--- config.mk ---
export PLATFORM = sky130hd
export DESIGN_NAME = jtsdr_top
export DESIGN_NICKNAME = d
export VERILOG_FILES = /design/src/design/jtsdr_sync.v /design/src/design/jtsdr_bchain.v /design/src/design/jtsdr_top.v
export VERILOG_INCLUDE_DIRS = /design/src /design/src/design
export SDC_FILE = /design/constraint.sdc
export NUM_CORES = 1
export LEC_CHECK = 0
export ABC_AREA = 1
export ABC_CLOCK_PERIOD_IN_PS = 2200
export BUFFER_PORTS_ARGS = -buffer_cell sky130_fd_sc_hd__buf_4
export CAP_MARGIN = 20
export CORE_MARGIN = 8
export CORE_UTILIZATION = 40
export CTS_CLUSTER_DIAMETER = 100
export CTS_CLUSTER_SIZE = 12
export DETAILED_ROUTE_END_ITERATION = 6
export GPL_TIMING_DRIVEN = 0
export RECOVER_POWER = 50
export SLEW_MARGIN = 20
export SYNTH_ARGS = -nofsm -noshare
export SYNTH_HDL_FRONTEND = slang
export SYNTH_HIERARCHICAL = 1
export SYNTH_SLANG_ARGS = --single-unit
--- constraint.sdc ---
create_clock -name i_mclk -period 2.2 [get_ports i_mclk]
set_clock_uncertainty 0.05 [all_clocks]
set_input_delay 0.44 -clock i_mclk [delete_from_list [all_inputs] [get_ports i_mclk]]
set_output_delay 0.44 -clock i_mclk [all_outputs]
set_load 0.01 [all_outputs]
--- src/design/jtsdr_map.vh ---
`ifndef JTSDR_MAP_VH
`define JTSDR_MAP_VH

// Instruction codes
`define JTSDR_IR_W 4
`define JTSDR_IR_EXTEST 4'h1
`define JTSDR_IR_SAMPLE 4'h2
`define JTSDR_IR_IDCODE 4'h3
`define JTSDR_IR_CLAMP 4'h4
`define JTSDR_IR_HIGHZ 4'h5
`define JTSDR_IR_DBGLINK 4'h7
`define JTSDR_IR_BYPASS 4'hf
`define JTSDR_IR_CAPTURE 4'h1

// Data register widths
`define JTSDR_DBG_W 9
`define JTSDR_ID_W 32
`define JTSDR_VER_W 4
`define JTSDR_PART_W 16
`define JTSDR_MFR_W 11
`define JTSDR_ID_LSB 1'b1

// Tap controller states
`define JTSDR_ST_W 4
`define JTSDR_ST_TLR 4'h0
`define JTSDR_ST_RTI 4'h1
`define JTSDR_ST_SEL_DR 4'h2
`define JTSDR_ST_CAP_DR 4'h3
`define JTSDR_ST_SH_DR 4'h4
`define JTSDR_ST_EX1_DR 4'h5
`define JTSDR_ST_PAU_DR 4'h6
`define JTSDR_ST_EX2_DR 4'h7
`define JTSDR_ST_UPD_DR 4'h8
`define JTSDR_ST_SEL_IR 4'h9
`define JTSDR_ST_CAP_IR 4'ha
`define JTSDR_ST_SH_IR 4'hb
`define JTSDR_ST_EX1_IR 4'hc
`define JTSDR_ST_PAU_IR 4'hd
`define JTSDR_ST_EX2_IR 4'he
`define JTSDR_ST_UPD_IR 4'hf

`endif

--- src/design/jtsdr_sync.v ---
`timescale 1ns/10ps
module jtsdr_sync #(
    parameter W = 1
) (
    input wire i_mclk,
    input wire i_srst,
    input wire [W-1:0] i_async,
    output wire [W-1:0] o_sync
);
    reg [W-1:0] meta_q;
    reg [W-1:0] sync_q;

    // First stage feeds only the second
    always @(posedge i_mclk) begin
        if (i_srst) begin
            meta_q <= {W{1'b0}};
            sync_q <= {W{1'b0}};
        end else begin
            meta_q <= i_async;
            sync_q <= meta_q;
        end
    end

    assign o_sync = sync_q;
endmodule // jtsdr_sync

--- src/design/jtsdr_bchain.v ---
`timescale 1ns/10ps
module jtsdr_bchain #(
    parameter NPIN = 8
) (
    input wire i_mclk,
    input wire i_srst,
    input wire i_capture,
    input wire i_shift,
    input wire i_update,
    input wire i_mode,
    input wire i_highz,
    input wire i_si,
    input wire [NPIN-1:0] i_core_dir,
    input wire [NPIN-1:0] i_core_out,
    input wire [NPIN-1:0] i_pad_in,
    input wire i_dbg_clock_reset_pad,
    input wire i_dbg_serial_line,
    output wire o_so,
    output reg [NPIN-1:0] o_pad_oe,
    output reg [NPIN-1:0] o_pad_out
);
    localparam LEN = 2 * NPIN + 2;

    reg [LEN-1:0] shift_q;
    reg [2*NPIN-1:0] upd_q;
    reg [LEN-1:0] cap_w;
    integer i;
    integer j;

    // Per pin: even bit is direction, odd bit is level; two pad cells last
    always @* begin
        cap_w = {LEN{1'b0}};
        for (i = 0; i < NPIN; i = i + 1) begin
            cap_w[2*i] = i_core_dir[i];
            cap_w[2*i+1] = i_pad_in[i];
        end
        cap_w[LEN-2] = i_dbg_clock_reset_pad;
        cap_w[LEN-1] = i_dbg_serial_line;
    end

    always @(posedge i_mclk) begin
        if (i_srst) begin
            shift_q <= {LEN{1'b0}};
            upd_q <= {(2*NPIN){1'b0}};
        end else begin
            if (i_capture) begin
                shift_q <= cap_w;
            end else if (i_shift) begin
                shift_q <= {i_si, shift_q[LEN-1:1]};
            end
            // Observe-only cells have no update stage
            if (i_update) begin
                upd_q <= shift_q[2*NPIN-1:0];
            end
        end
    end

    always @(posedge i_mclk) begin
        if (i_srst) begin
            o_pad_oe <= {NPIN{1'b0}};
            o_pad_out <= {NPIN{1'b0}};
        end else begin
            for (j = 0; j < NPIN; j = j + 1) begin
                if (i_highz) begin
                    o_pad_oe[j] <= 1'b0;
                    o_pad_out[j] <= 1'b0;
                end else if (i_mode) begin
                    o_pad_oe[j] <= upd_q[2*j];
                    o_pad_out[j] <= upd_q[2*j+1];
                end else begin
                    o_pad_oe[j] <= i_core_dir[j];
                    o_pad_out[j] <= i_core_out[j];
                end
            end
        end
    end

    assign o_so = shift_q[0];
endmodule // jtsdr_bchain

--- src/design/jtsdr_top.v ---
// How it works
// - Code 0xf puts the one-bit bypass register between TDI and TDO.
// - Code 0x4 drives pins from preloaded latches, scan path through bypass.
// - Code 0x5 turns every output off and selects bypass.
// - Bypass cleared at capture-DR, shifted one step per shift-DR edge.
// - Debug-link code 0x7 captures debug interface data at capture-DR.
// - Debug-link register shifts on TCK in shift-DR.
// - Update-DR hands the debug-link contents to the debug interface.
// - Debug-link register is 9 bits, serial to parallel both ways.
// - Extest, clamp or highz holds the core in reset.
// - That reset stops oscillators, analog parts, resets pin options.
// - Sample/preload leaves device and pin state alone.
// - Each bidirectional pin cell controls and observes direction and level.
// - Normal pins take drive enable and value from core registers.
// - Cell mode only under clamp or extest; shift follows shift-DR.
// - Observe-only cells for the clock/reset pad and serial line pad.
// - Serial line pad is observe-only, no logic in its output path.
// - Four data registers: bypass, identification, boundary, debug link.
// - Identification carries a 4-bit version, first revision 0x0.
// - Identification carries a 16-bit part number.
// - Identification carries an 11-bit manufacturer code.
// - Instruction register is four bits; everything shifts lsb first.
// - After reset the identification instruction 0x3 is selected.
// - Identification register is 32 bits: version, part, maker, then a fixed 1 lsb.
`timescale 1ns/10ps
`include "jtsdr_map.vh"

module jtsdr_top #(
    parameter NPIN = 8,
    parameter [`JTSDR_VER_W-1:0] VERSION = 4'h0,
    // Arbitrary neutral value
    parameter [`JTSDR_PART_W-1:0] PART_NUMBER = 16'h1234,
    // Arbitrary neutral value
    parameter [`JTSDR_MFR_W-1:0] MANUFACTURER = 11'h2aa
) (
    input wire i_mclk,
    input wire i_srst,
    input wire i_tck,
    input wire i_tms,
    input wire i_tdi,
    output reg o_tdo,
    output reg o_tdo_oe,
    input wire [NPIN-1:0] i_core_dir,
    input wire [NPIN-1:0] i_core_out,
    input wire [NPIN-1:0] i_pad_in,
    output wire [NPIN-1:0] o_pad_oe,
    output wire [NPIN-1:0] o_pad_out,
    input wire i_dbg_clock_reset_pad,
    input wire i_dbg_serial_line,
    input wire [`JTSDR_DBG_W-1:0] i_dbg_capture_data,
    output reg [`JTSDR_DBG_W-1:0] o_dbg_update_data,
    output reg o_dbg_update_stb,
    output reg o_dbg_capture_stb,
    output wire o_core_reset,
    output wire o_ext_osc_disable,
    output wire o_analog_disable,
    output wire o_pin_opt_default,
    output wire [`JTSDR_IR_W-1:0] o_instr
);
    // Data register selectors
    localparam SEL_BYPASS = 2'h0;
    localparam SEL_IDCODE = 2'h1;
    localparam SEL_BSCAN = 2'h2;
    localparam SEL_DBG = 2'h3;

    wire [NPIN+4:0] pin_sync;
    wire tck_s;
    wire tms_s;
    wire tdi_s;
    wire [NPIN-1:0] pad_in_s;
    wire dbg_clk_s;
    wire dbg_dat_s;
    wire bs_so;
    wire tck_rise;
    wire tck_fall;
    wire cap_dr;
    wire sh_dr;
    wire upd_dr;
    wire [1:0] sel;
    wire bs_mode;
    wire bs_highz;
    wire bs_active;

    reg tck_q;
    reg [`JTSDR_ST_W-1:0] st_q;
    reg [`JTSDR_ST_W-1:0] st_d;
    reg [`JTSDR_IR_W-1:0] ir_sh_q;
    reg [`JTSDR_IR_W-1:0] ir_q;
    reg bypass_q;
    reg [`JTSDR_ID_W-1:0] id_q;
    reg [`JTSDR_DBG_W-1:0] dbg_q;
    reg force_rst_q;
    reg tdo_d;

    // Every pin, the test clock included, is sampled twice before use
    jtsdr_sync #(
        .W(NPIN + 5)
    ) u_sync (
        .i_mclk(i_mclk),
        .i_srst(i_srst),
        .i_async({i_dbg_serial_line, i_dbg_clock_reset_pad, i_pad_in, i_tdi, i_tms, i_tck}),
        .o_sync(pin_sync)
    );

    assign tck_s = pin_sync[0];
    assign tms_s = pin_sync[1];
    assign tdi_s = pin_sync[2];
    assign pad_in_s = pin_sync[NPIN+2:3];
    assign dbg_clk_s = pin_sync[NPIN+3];
    assign dbg_dat_s = pin_sync[NPIN+4];

    always @(posedge i_mclk) begin
        if (i_srst) begin
            tck_q <= 1'b0;
        end else begin
            tck_q <= tck_s;
        end
    end

    assign tck_rise = tck_s & ~tck_q;
    assign tck_fall = ~tck_s & tck_q;

    // Standard sixteen-state controller, advanced on each rising test clock
    function [`JTSDR_ST_W-1:0] tap_next;
        input [`JTSDR_ST_W-1:0] s;
        input tms;
        begin
            case (s)
                `JTSDR_ST_TLR: tap_next = tms ? `JTSDR_ST_TLR : `JTSDR_ST_RTI;
                `JTSDR_ST_RTI: tap_next = tms ? `JTSDR_ST_SEL_DR : `JTSDR_ST_RTI;
                `JTSDR_ST_SEL_DR: tap_next = tms ? `JTSDR_ST_SEL_IR : `JTSDR_ST_CAP_DR;
                `JTSDR_ST_CAP_DR: tap_next = tms ? `JTSDR_ST_EX1_DR : `JTSDR_ST_SH_DR;
                `JTSDR_ST_SH_DR: tap_next = tms ? `JTSDR_ST_EX1_DR : `JTSDR_ST_SH_DR;
                `JTSDR_ST_EX1_DR: tap_next = tms ? `JTSDR_ST_UPD_DR : `JTSDR_ST_PAU_DR;
                `JTSDR_ST_PAU_DR: tap_next = tms ? `JTSDR_ST_EX2_DR : `JTSDR_ST_PAU_DR;
                `JTSDR_ST_EX2_DR: tap_next = tms ? `JTSDR_ST_UPD_DR : `JTSDR_ST_SH_DR;
                `JTSDR_ST_UPD_DR: tap_next = tms ? `JTSDR_ST_SEL_DR : `JTSDR_ST_RTI;
                `JTSDR_ST_SEL_IR: tap_next = tms ? `JTSDR_ST_TLR : `JTSDR_ST_CAP_IR;
                `JTSDR_ST_CAP_IR: tap_next = tms ? `JTSDR_ST_EX1_IR : `JTSDR_ST_SH_IR;
                `JTSDR_ST_SH_IR: tap_next = tms ? `JTSDR_ST_EX1_IR : `JTSDR_ST_SH_IR;
                `JTSDR_ST_EX1_IR: tap_next = tms ? `JTSDR_ST_UPD_IR : `JTSDR_ST_PAU_IR;
                `JTSDR_ST_PAU_IR: tap_next = tms ? `JTSDR_ST_EX2_IR : `JTSDR_ST_PAU_IR;
                `JTSDR_ST_EX2_IR: tap_next = tms ? `JTSDR_ST_UPD_IR : `JTSDR_ST_SH_IR;
                `JTSDR_ST_UPD_IR: tap_next = tms ? `JTSDR_ST_SEL_DR : `JTSDR_ST_RTI;
                default: tap_next = `JTSDR_ST_TLR;
            endcase
        end
    endfunction

    // Which data register an instruction places between TDI and TDO
    function [1:0] dr_select;
        input [`JTSDR_IR_W-1:0] ir;
        begin
            case (ir)
                `JTSDR_IR_IDCODE: dr_select = SEL_IDCODE;
                `JTSDR_IR_EXTEST: dr_select = SEL_BSCAN;
                `JTSDR_IR_SAMPLE: dr_select = SEL_BSCAN;
                `JTSDR_IR_DBGLINK: dr_select = SEL_DBG;
                `JTSDR_IR_BYPASS: dr_select = SEL_BYPASS;
                `JTSDR_IR_CLAMP: dr_select = SEL_BYPASS;
                `JTSDR_IR_HIGHZ: dr_select = SEL_BYPASS;
                default: dr_select = SEL_BYPASS;
            endcase
        end
    endfunction

    always @* begin
        st_d = st_q;
        if (tck_rise) begin
            st_d = tap_next(st_q, tms_s);
        end
    end

    always @(posedge i_mclk) begin
        if (i_srst) begin
            st_q <= `JTSDR_ST_TLR;
        end else begin
            st_q <= st_d;
        end
    end

    // Actions fire on the rising test clock that leaves the state
    assign cap_dr = tck_rise & (st_q == `JTSDR_ST_CAP_DR);
    assign sh_dr = tck_rise & (st_q == `JTSDR_ST_SH_DR);
    assign upd_dr = tck_rise & (st_q == `JTSDR_ST_UPD_DR);
    assign sel = dr_select(ir_q);

    // Instruction register, four bits, lsb out first
    always @(posedge i_mclk) begin
        if (i_srst) begin
            ir_sh_q <= `JTSDR_IR_CAPTURE;
            ir_q <= `JTSDR_IR_IDCODE;
        end else if (tck_rise) begin
            if (st_q == `JTSDR_ST_TLR) begin
                ir_q <= `JTSDR_IR_IDCODE;
            end else if (st_q == `JTSDR_ST_CAP_IR) begin
                ir_sh_q <= `JTSDR_IR_CAPTURE;
            end else if (st_q == `JTSDR_ST_SH_IR) begin
                ir_sh_q <= {tdi_s, ir_sh_q[`JTSDR_IR_W-1:1]};
            end else if (st_q == `JTSDR_ST_UPD_IR) begin
                ir_q <= ir_sh_q;
            end
        end
    end

    // Bypass cell
    always @(posedge i_mclk) begin
        if (i_srst) begin
            bypass_q <= 1'b0;
        end else if (sel == SEL_BYPASS) begin
            if (cap_dr) begin
                bypass_q <= 1'b0;
            end else if (sh_dr) begin
                bypass_q <= tdi_s;
            end
        end
    end

    // Identification register
    always @(posedge i_mclk) begin
        if (i_srst) begin
            id_q <= {`JTSDR_ID_W{1'b0}};
        end else if (sel == SEL_IDCODE) begin
            if (cap_dr) begin
                id_q <= {VERSION, PART_NUMBER, MANUFACTURER, `JTSDR_ID_LSB};
            end else if (sh_dr) begin
                id_q <= {tdi_s, id_q[`JTSDR_ID_W-1:1]};
            end
        end
    end

    // Debug link register; strobes are one system clock long
    always @(posedge i_mclk) begin
        if (i_srst) begin
            dbg_q <= {`JTSDR_DBG_W{1'b0}};
            o_dbg_update_data <= {`JTSDR_DBG_W{1'b0}};
            o_dbg_update_stb <= 1'b0;
            o_dbg_capture_stb <= 1'b0;
        end else begin
            o_dbg_update_stb <= 1'b0;
            o_dbg_capture_stb <= 1'b0;
            if (sel == SEL_DBG) begin
                if (cap_dr) begin
                    dbg_q <= i_dbg_capture_data;
                    o_dbg_capture_stb <= 1'b1;
                end else if (sh_dr) begin
                    dbg_q <= {tdi_s, dbg_q[`JTSDR_DBG_W-1:1]};
                end else if (upd_dr) begin
                    o_dbg_update_data <= dbg_q;
                    o_dbg_update_stb <= 1'b1;
                end
            end
        end
    end

    // Sample/preload touches neither mode nor reset
    assign bs_active = (sel == SEL_BSCAN);
    assign bs_mode = (ir_q == `JTSDR_IR_EXTEST) | (ir_q == `JTSDR_IR_CLAMP);
    assign bs_highz = (ir_q == `JTSDR_IR_HIGHZ);

    jtsdr_bchain #(
        .NPIN(NPIN)
    ) u_bchain (
        .i_mclk(i_mclk),
        .i_srst(i_srst),
        .i_capture(cap_dr & bs_active),
        .i_shift(sh_dr & bs_active),
        .i_update(upd_dr & bs_active),
        .i_mode(bs_mode),
        .i_highz(bs_highz),
        .i_si(tdi_s),
        .i_core_dir(i_core_dir),
        .i_core_out(i_core_out),
        .i_pad_in(pad_in_s),
        .i_dbg_clock_reset_pad(dbg_clk_s),
        .i_dbg_serial_line(dbg_dat_s),
        .o_so(bs_so),
        .o_pad_oe(o_pad_oe),
        .o_pad_out(o_pad_out)
    );

    // Core reset and the defaults that go with it
    always @(posedge i_mclk) begin
        if (i_srst) begin
            force_rst_q <= 1'b0;
        end else begin
            force_rst_q <= bs_mode | bs_highz;
        end
    end

    assign o_core_reset = force_rst_q;
    assign o_ext_osc_disable = force_rst_q;
    assign o_analog_disable = force_rst_q;
    assign o_pin_opt_default = force_rst_q;
    assign o_instr = ir_q;

    // Output mux; lsb of the selected path
    always @* begin
        case (sel)
            SEL_IDCODE: tdo_d = id_q[0];
            SEL_BSCAN: tdo_d = bs_so;
            SEL_DBG: tdo_d = dbg_q[0];
            default: tdo_d = bypass_q;
        endcase
        if (st_q == `JTSDR_ST_SH_IR) begin
            tdo_d = ir_sh_q[0];
        end
    end

    // TDO changes on the falling test clock so the tester samples it stable
    always @(posedge i_mclk) begin
        if (i_srst) begin
            o_tdo <= 1'b0;
            o_tdo_oe <= 1'b0;
        end else if (tck_fall) begin
            o_tdo <= tdo_d;
            o_tdo_oe <= (st_q == `JTSDR_ST_SH_DR) | (st_q == `JTSDR_ST_SH_IR);
        end
    end
endmodule // jtsdr_top

### Word level (Yosys, flattened, before mapping)

Cells that the tools add are included.

| storage, ports and cells | value |
|---|---|
| register bits | 145 |
| input bits | 40 |
| output and inout port bits | 37 |
| logic and storage cells | 129 |

| cells by class | value |
|---|---|
| equality and inequality tests | 26 |
| muxes and demuxes | 48 |
| bitwise gates (word level) | 17 |
| reduce and logical (&&, ||, !) cells | 19 |

Operators with widths:

| kind | count |
|---|---|
| $mux 32 | 2 |
| $pmux 4 s12 | 1 |
| $mux 4 | 10 |
| $mux 18 | 2 |
| $eq 4x4->1 const B | 8 |
| $eq 4x3->1 const B | 7 |
| $mux 1 | 24 |
| $mux 9 | 2 |
| $eq 4x2->1 const B | 4 |
| $reduce_or 2->1 | 5 |
| $and 1x1->1 | 8 |
| $eq 4x1->1 const B | 2 |
| $reduce_and 4->1 | 2 |
| $reduce_bool 2->1 | 4 |
| $mux 2 | 3 |
| $mux 3 | 2 |
| $not 1->1 | 6 |
| $pmux 2 s3 | 1 |
| $reduce_and 2->1 | 3 |
| $eq 2x2->1 const B | 2 |
| $logic_not 4->1 | 1 |
| $ne 2x2->1 const B | 2 |
| $reduce_or 4->1 | 1 |
| $or 1x1->1 | 3 |
| 5 further kinds | 5 |

### Logic depth before layout (Yosys ltp)

| depth | value |
|---|---|
| word-level depth | 7 |
| depth in mapped cells | 13 |
| gate-level depth less buffers | 9 |

### By module

The synthesis kept the hierarchy.

By module, submodules not included:

| module | times used | cells each | area each (um^2) | sequential area each (um^2) |
|---|---|---|---|---|
| jtsdr_top | 1 | 420 | 3,135.5 | 1,381.3 |
| jtsdr_bchain | 1 | 282 | 2,069.5 | 1,001.0 |
| jtsdr_sync | 1 | 81 | 752.0 | 520.5 |

### Worst setup path after synthesis

OpenSTA, ideal clock, no wires.

| timing path | value |
|---|---|
| path type | flip-flop to flip-flop |
| start point | register st_q[3] |
| end point | register u_bchain.shift_q[11] |
| setup time | 118 ps |
| data arrival time | 1,645 ps |
| required time | 2,032 ps |
| setup slack | 387 ps |
| cell stages (with the launch flop) | 10 |
| path buffers | 3 |
| clock period less this slack | 1,813 ps |
| cells stage by stage | dfxtp_1 -> nor2_2 -> nand3_1 -> buf_2 -> nor2_1 -> buf_6 -> buf_2 -> nand2_1 -> nand2_1 -> a21oi_2 |

| between the ends | value |
|---|---|
| word-level cells in the longest chain between the ends | 4 |
| elaborated cells between the ends (all ways) | 8 |
| classes of those cells | eq/ne: 2; mux: 1; bitwise: 4; reduce/logical: 1 |

Ends and longest elaborated chain:

| item | line | RTL |
|---|---|---|
| start: declaration | jtsdr_top.v:85 | `` reg [`JTSDR_ST_W-1:0] st_q; `` |
| start signal: assignment | jtsdr_top.v:176 | `` st_q <= `JTSDR_ST_TLR; `` |
| start signal: assignment | jtsdr_top.v:178 | `st_q <= st_d;` |
| $eq 4x2->1 or $eq 4x3->1 (tied branches) | -- |  |
| $and 1x1->1 (on tied branches) | jtsdr_top.v:183, jtsdr_top.v:184 |  |
| $and 1x1->1 (on tied branches) | jtsdr_top.v:266, jtsdr_top.v:267 |  |
| $mux 18 or $reduce_bool 2->1 (tied branches) | -- |  |
| end signal: assignment | jtsdr_bchain.v:43 | `shift_q <= {LEN{1'b0}};` |
| end signal: assignment | jtsdr_bchain.v:47 | `shift_q <= cap_w;` |
| end signal: assignment | jtsdr_bchain.v:49 | `shift_q <= {i_si, shift_q[LEN-1:1]};` |
| end: declaration | jtsdr_bchain.v:24 | `reg [LEN-1:0] shift_q;` |

Several ways; a longest one is shown, not always the timed one.
A chain may end at the register's enable or synchronous reset.

### Worst setup path in the final report

| timing path | value |
|---|---|
| start point | register st_q[2] |
| end point | register id_q[8] |

| between the ends | value |
|---|---|
| word-level cells in the longest chain between the ends | 4 |
| elaborated cells between the ends (all ways) | 7 |
| classes of those cells | eq/ne: 2; mux: 1; bitwise: 2; reduce/logical: 2 |

Ends and longest elaborated chain:

| item | line | RTL |
|---|---|---|
| $eq 4x2->1 or $eq 4x3->1 (tied branches) | -- |  |
| $and 1x1->1 (on tied branches) | jtsdr_top.v:183, jtsdr_top.v:184 |  |
| $reduce_bool 2->1 (no source line) | -- |  |
| $reduce_and 2->1 (no source line) | -- |  |
| end signal: assignment | jtsdr_top.v:222 | `` id_q <= {`JTSDR_ID_W{1'b0}}; `` |
| end signal: assignment | jtsdr_top.v:225 | `` id_q <= {VERSION, PART_NUMBER, MANUFACTURER, `JTSDR_ID_LSB}; `` |
| end signal: assignment | jtsdr_top.v:227 | `` id_q <= {tdi_s, id_q[`JTSDR_ID_W-1:1]}; `` |
| end: declaration | jtsdr_top.v:90 | `` reg [`JTSDR_ID_W-1:0] id_q; `` |

Several ways; a longest one is shown, not always the timed one.

==> flow_summary.json <==
{
  "run_status": "completed",
  "finalNonFillerCells": 1077,
  "powerDensity_nw_per_um2": 811,
  "synth_common_cells": "nand2_1 (164), dfxtp_1 (145), nor2_1 (100), inv_1 (79), a21oi_1 (64)",
  "fmax_mhz": 498,
  "worstPathArrival_ns": 2.24,
  "cp.required_ns": 2.43,
  "cts_hold_buf": 0,
  "core_area_um2": 14500,
  "reg2reg_to": "id_q[8]",
  "ir_drop_mv": 0.499,
  "min_period_ns": 2.01,
  "synth.top_cell.area_share_pct": 48.7,
  "grt_pass1_vias": 4684,
  "multiInputGateArea_um2": 2380,
  "ant_nets": 0,
  "async_reset_ff_share_pct": 0,
  "yosysMostFrequentCell": "nand2_1",
  "clk_pin_slew_ns": 0.06,
  "critPathSlowestCell": "dfxtp_1",
  "setup_viol": 0,
  "drt_first_pass_iters": 5,
  "worstSetupStartpointType": "flop",
  "regArea_um2": 2900,
  "p_comb_share_pct": 4.6,
  "cts_tree": "yes",
  "critical_path_class": "reg2reg",
  "wirelength_um": 14100,
  "synth_area_um2": 5960,
  "vias_per_cell": 4.70,
  "final_core_util_pct": 49.5,
  "yosys_warnings": 6,
  "switchingPower_mw": 1.24,
  "fp-row-count": 44,
  "synth.avg_cell_area_um2": 7.61,
  "setup_ws_ns": 0.194,
  "synth_area_leaders": "dfxtp_1 (49%), nand2_1 (10%), nor2_1 (6.3%), a21oi_1 (5.4%), nand3_1 (5.3%)",
  "finalHoldViolations": 0,
  "crit_chain": "inv_1 -> nor2_4 -> nand2_2 -> nand2_1 -> nand2_4 -> nor2_2 -> inv_1 -> buf_6 -> nand2_1 -> a21oi_1",
  "fp.dieH_um": 138,
  "min_path_type": "in2reg",
  "h-tree-depth": 4,
  "drc": 0,
  "dpl_worst_slack_ns": -0.0624,
  "sw_frac_of_total_pct": 21.3,
  "place_inst": 1043,
  "pin_count": 77,
  "p_leak_nw": 3.11,
  "maxCapViolCount": 0,
  "yosysSeqAreaShare_pct": 48.7,
  "dp_hpwl_um": 10000,
  "drive_gt1_share_pct": 16.2,
  "rrSetupSlack_ns": 0.19,
  "synthToLayoutAreaGrowth_pct": 20.7,
  "cts_buffers": 17,
  "design_area_um2": 7190,
  "cp_num_buf_inv": 3,
  "clk_latency_ns": 0.42,
  "synth_ff_type": "dfxtp_1",
  "fin_hold_ws_ns": 0.170,
  "p_int_mw": 4.58,
  "die_w_um": 138,
  "worstHoldStart": "i_tdi",
  "synth_seq_cells": 145,
  "slew_headroom_pct": 57.7,
  "root_buffer": "clkbuf_16",
  "finalSetupTns_ns": 0,
  "critPathLaunch": "st_q[2]",
  "fillers": 1557,
  "numPortBuffers": 76,
  "worst_pin_slew_ns": 0.634,
  "reg2reg_from": "st_q[2]",
  "clk_path_buf_depth": 2,
  "gp_congestion": 0.858,
  "slew_viol_final": 0,
  "antenna_found_initial": 0,
  "crit_path_max_fanout": 10,
  "vias": 5062,
  "grt_pass1_wl_um": 23700,
  "cp-end-kind": "flop",
  "start_util_pct": 41.0,
  "synth_edf_count": 0,
  "final_nets": 920,
  "synth_top_area_cell": "dfxtp_1",
  "placed_area_um2": 6760,
  "pwr-share-clk_pct": 49.2,
  "period_share_pct": 91.2,
  "clock-sinks": 145,
  "r2r_cells": 10,
  "diodes": 0,
  "synth_cells": 783,
  "wl_per_cell_um": 13.1,
  "die-area_um2": 19100,
  "design_power_total_mw": 5.83,
  "cp_top_family": "simple AND/OR/NAND/NOR gates",
  "holdPathStages": 3,
  "gr-usage-all-layers_pct": 14.9,
  "yosysUniqueCellTypes": 30,
  "drt-initial-drc-count": 351,
  "hold_end": "u_sync/meta_q[2]",
  "synth_nets": 823,
  "grt-ovfl-total": 0,
  "grt_max_degree": 17,
  "rsz0062_at_grt": "false",
  "power_frac_seq_pct": 46.2,
  "slowest_delay_ns": 0.52
}
## sequential cells by signal, indices dropped and copies added (netlist names)
name / cells
o_analog_disable: 1
ir_sh_q: 4
u_sync/o_sync: 13
o_instr: 4
u_bchain/upd_q: 16
st_q: 4
id_q: 32
o_tdo_oe: 1
u_bchain/o_pad_out: 8
tck_q: 1
o_dbg_capture_stb: 1
o_dbg_update_data: 9
u_bchain/o_pad_oe: 8
u_sync/meta_q: 13
dbg_q: 9
bypass_q: 1
o_dbg_update_stb: 1
u_bchain/shift_q: 18
o_tdo: 1
## cell families after synthesis
group	count (synthesis)	share of synthesized area [%]
compound gates	154	13.9
flops	145	48.7
simple gates	353	26.2
buf+inv	131	11.2
## power by group through the flow
stage | sequential [mW] | clock (mW) | combinational (mW)
floorplan | 2.76 | 0 | 0.140
global placement | 2.75 | 0 | 0.293
detailed placement | 2.75 | 0 | 0.294
CTS | 2.69 | 2.92 | 0.295
global route | 2.70 | 3.05 | 0.300
finish | 2.69 | 2.87 | 0.267
## layout by cell type, fill, tap and decap left out, types with 11 or more instances in the layout
master,count
a21oi_1,64
nand3_1,62
nor2_1,100
o21ai_0,42
clkbuf_1,48
inv_1,82
o21ai_1,31
buf_4,48
nand2_1,165
dfxtp_1,144
clkbuf_16,17
a21oi_2,11
## routing by layer
layer  part of all wire, %  up-vias  track usage, %
li1                      -     2681               -
met1                    52     2258            20.8
met2                    42      111            21.2
met3                   5.2       12            4.35
met4                   1.1        0            5.49
met5                     0        -               0
## worst min-delay path: cells and delay by family
kind | cells | cell delay [ns]
buf+inv | 2 | 0.11
simple gates | 1 | 0.06
## timing repair
action / in CTS / in global routing
resized for setup: 1 / 4
buffers inserted: 0 / 2
endpoints found under the setup margin: 10 / 13
pin swaps: 0 / 1
## worst max path at each step
stage / end / slack [ns] / depth (start not counted)
finish: id_q[8] / 0.19 / 10
global route: id_q[29] / 0.03 / 10
CTS: u_bchain/shift_q[1] / 0.005 / 10
detailed placement: u_bchain/shift_q[1] / -0.06 / 10
global placement: u_bchain/shift_q[1] / -0.07 / 10
floorplan: u_bchain/shift_q[11] / 0.39 / 9
## cell type report
type / instances / area share [%]
buffer: 41 / 4.13
clock buffer: 21 / 6.27
clock inverter: 11 / 1.91
inverter: 90 / 4.70
multi-input combinational: 507 / 33.1
sequential: 145 / 40.4
tap: 184 / 3.20
timing repair buffer: 78 / 6.32
Power figures use the tool's default switching activity.
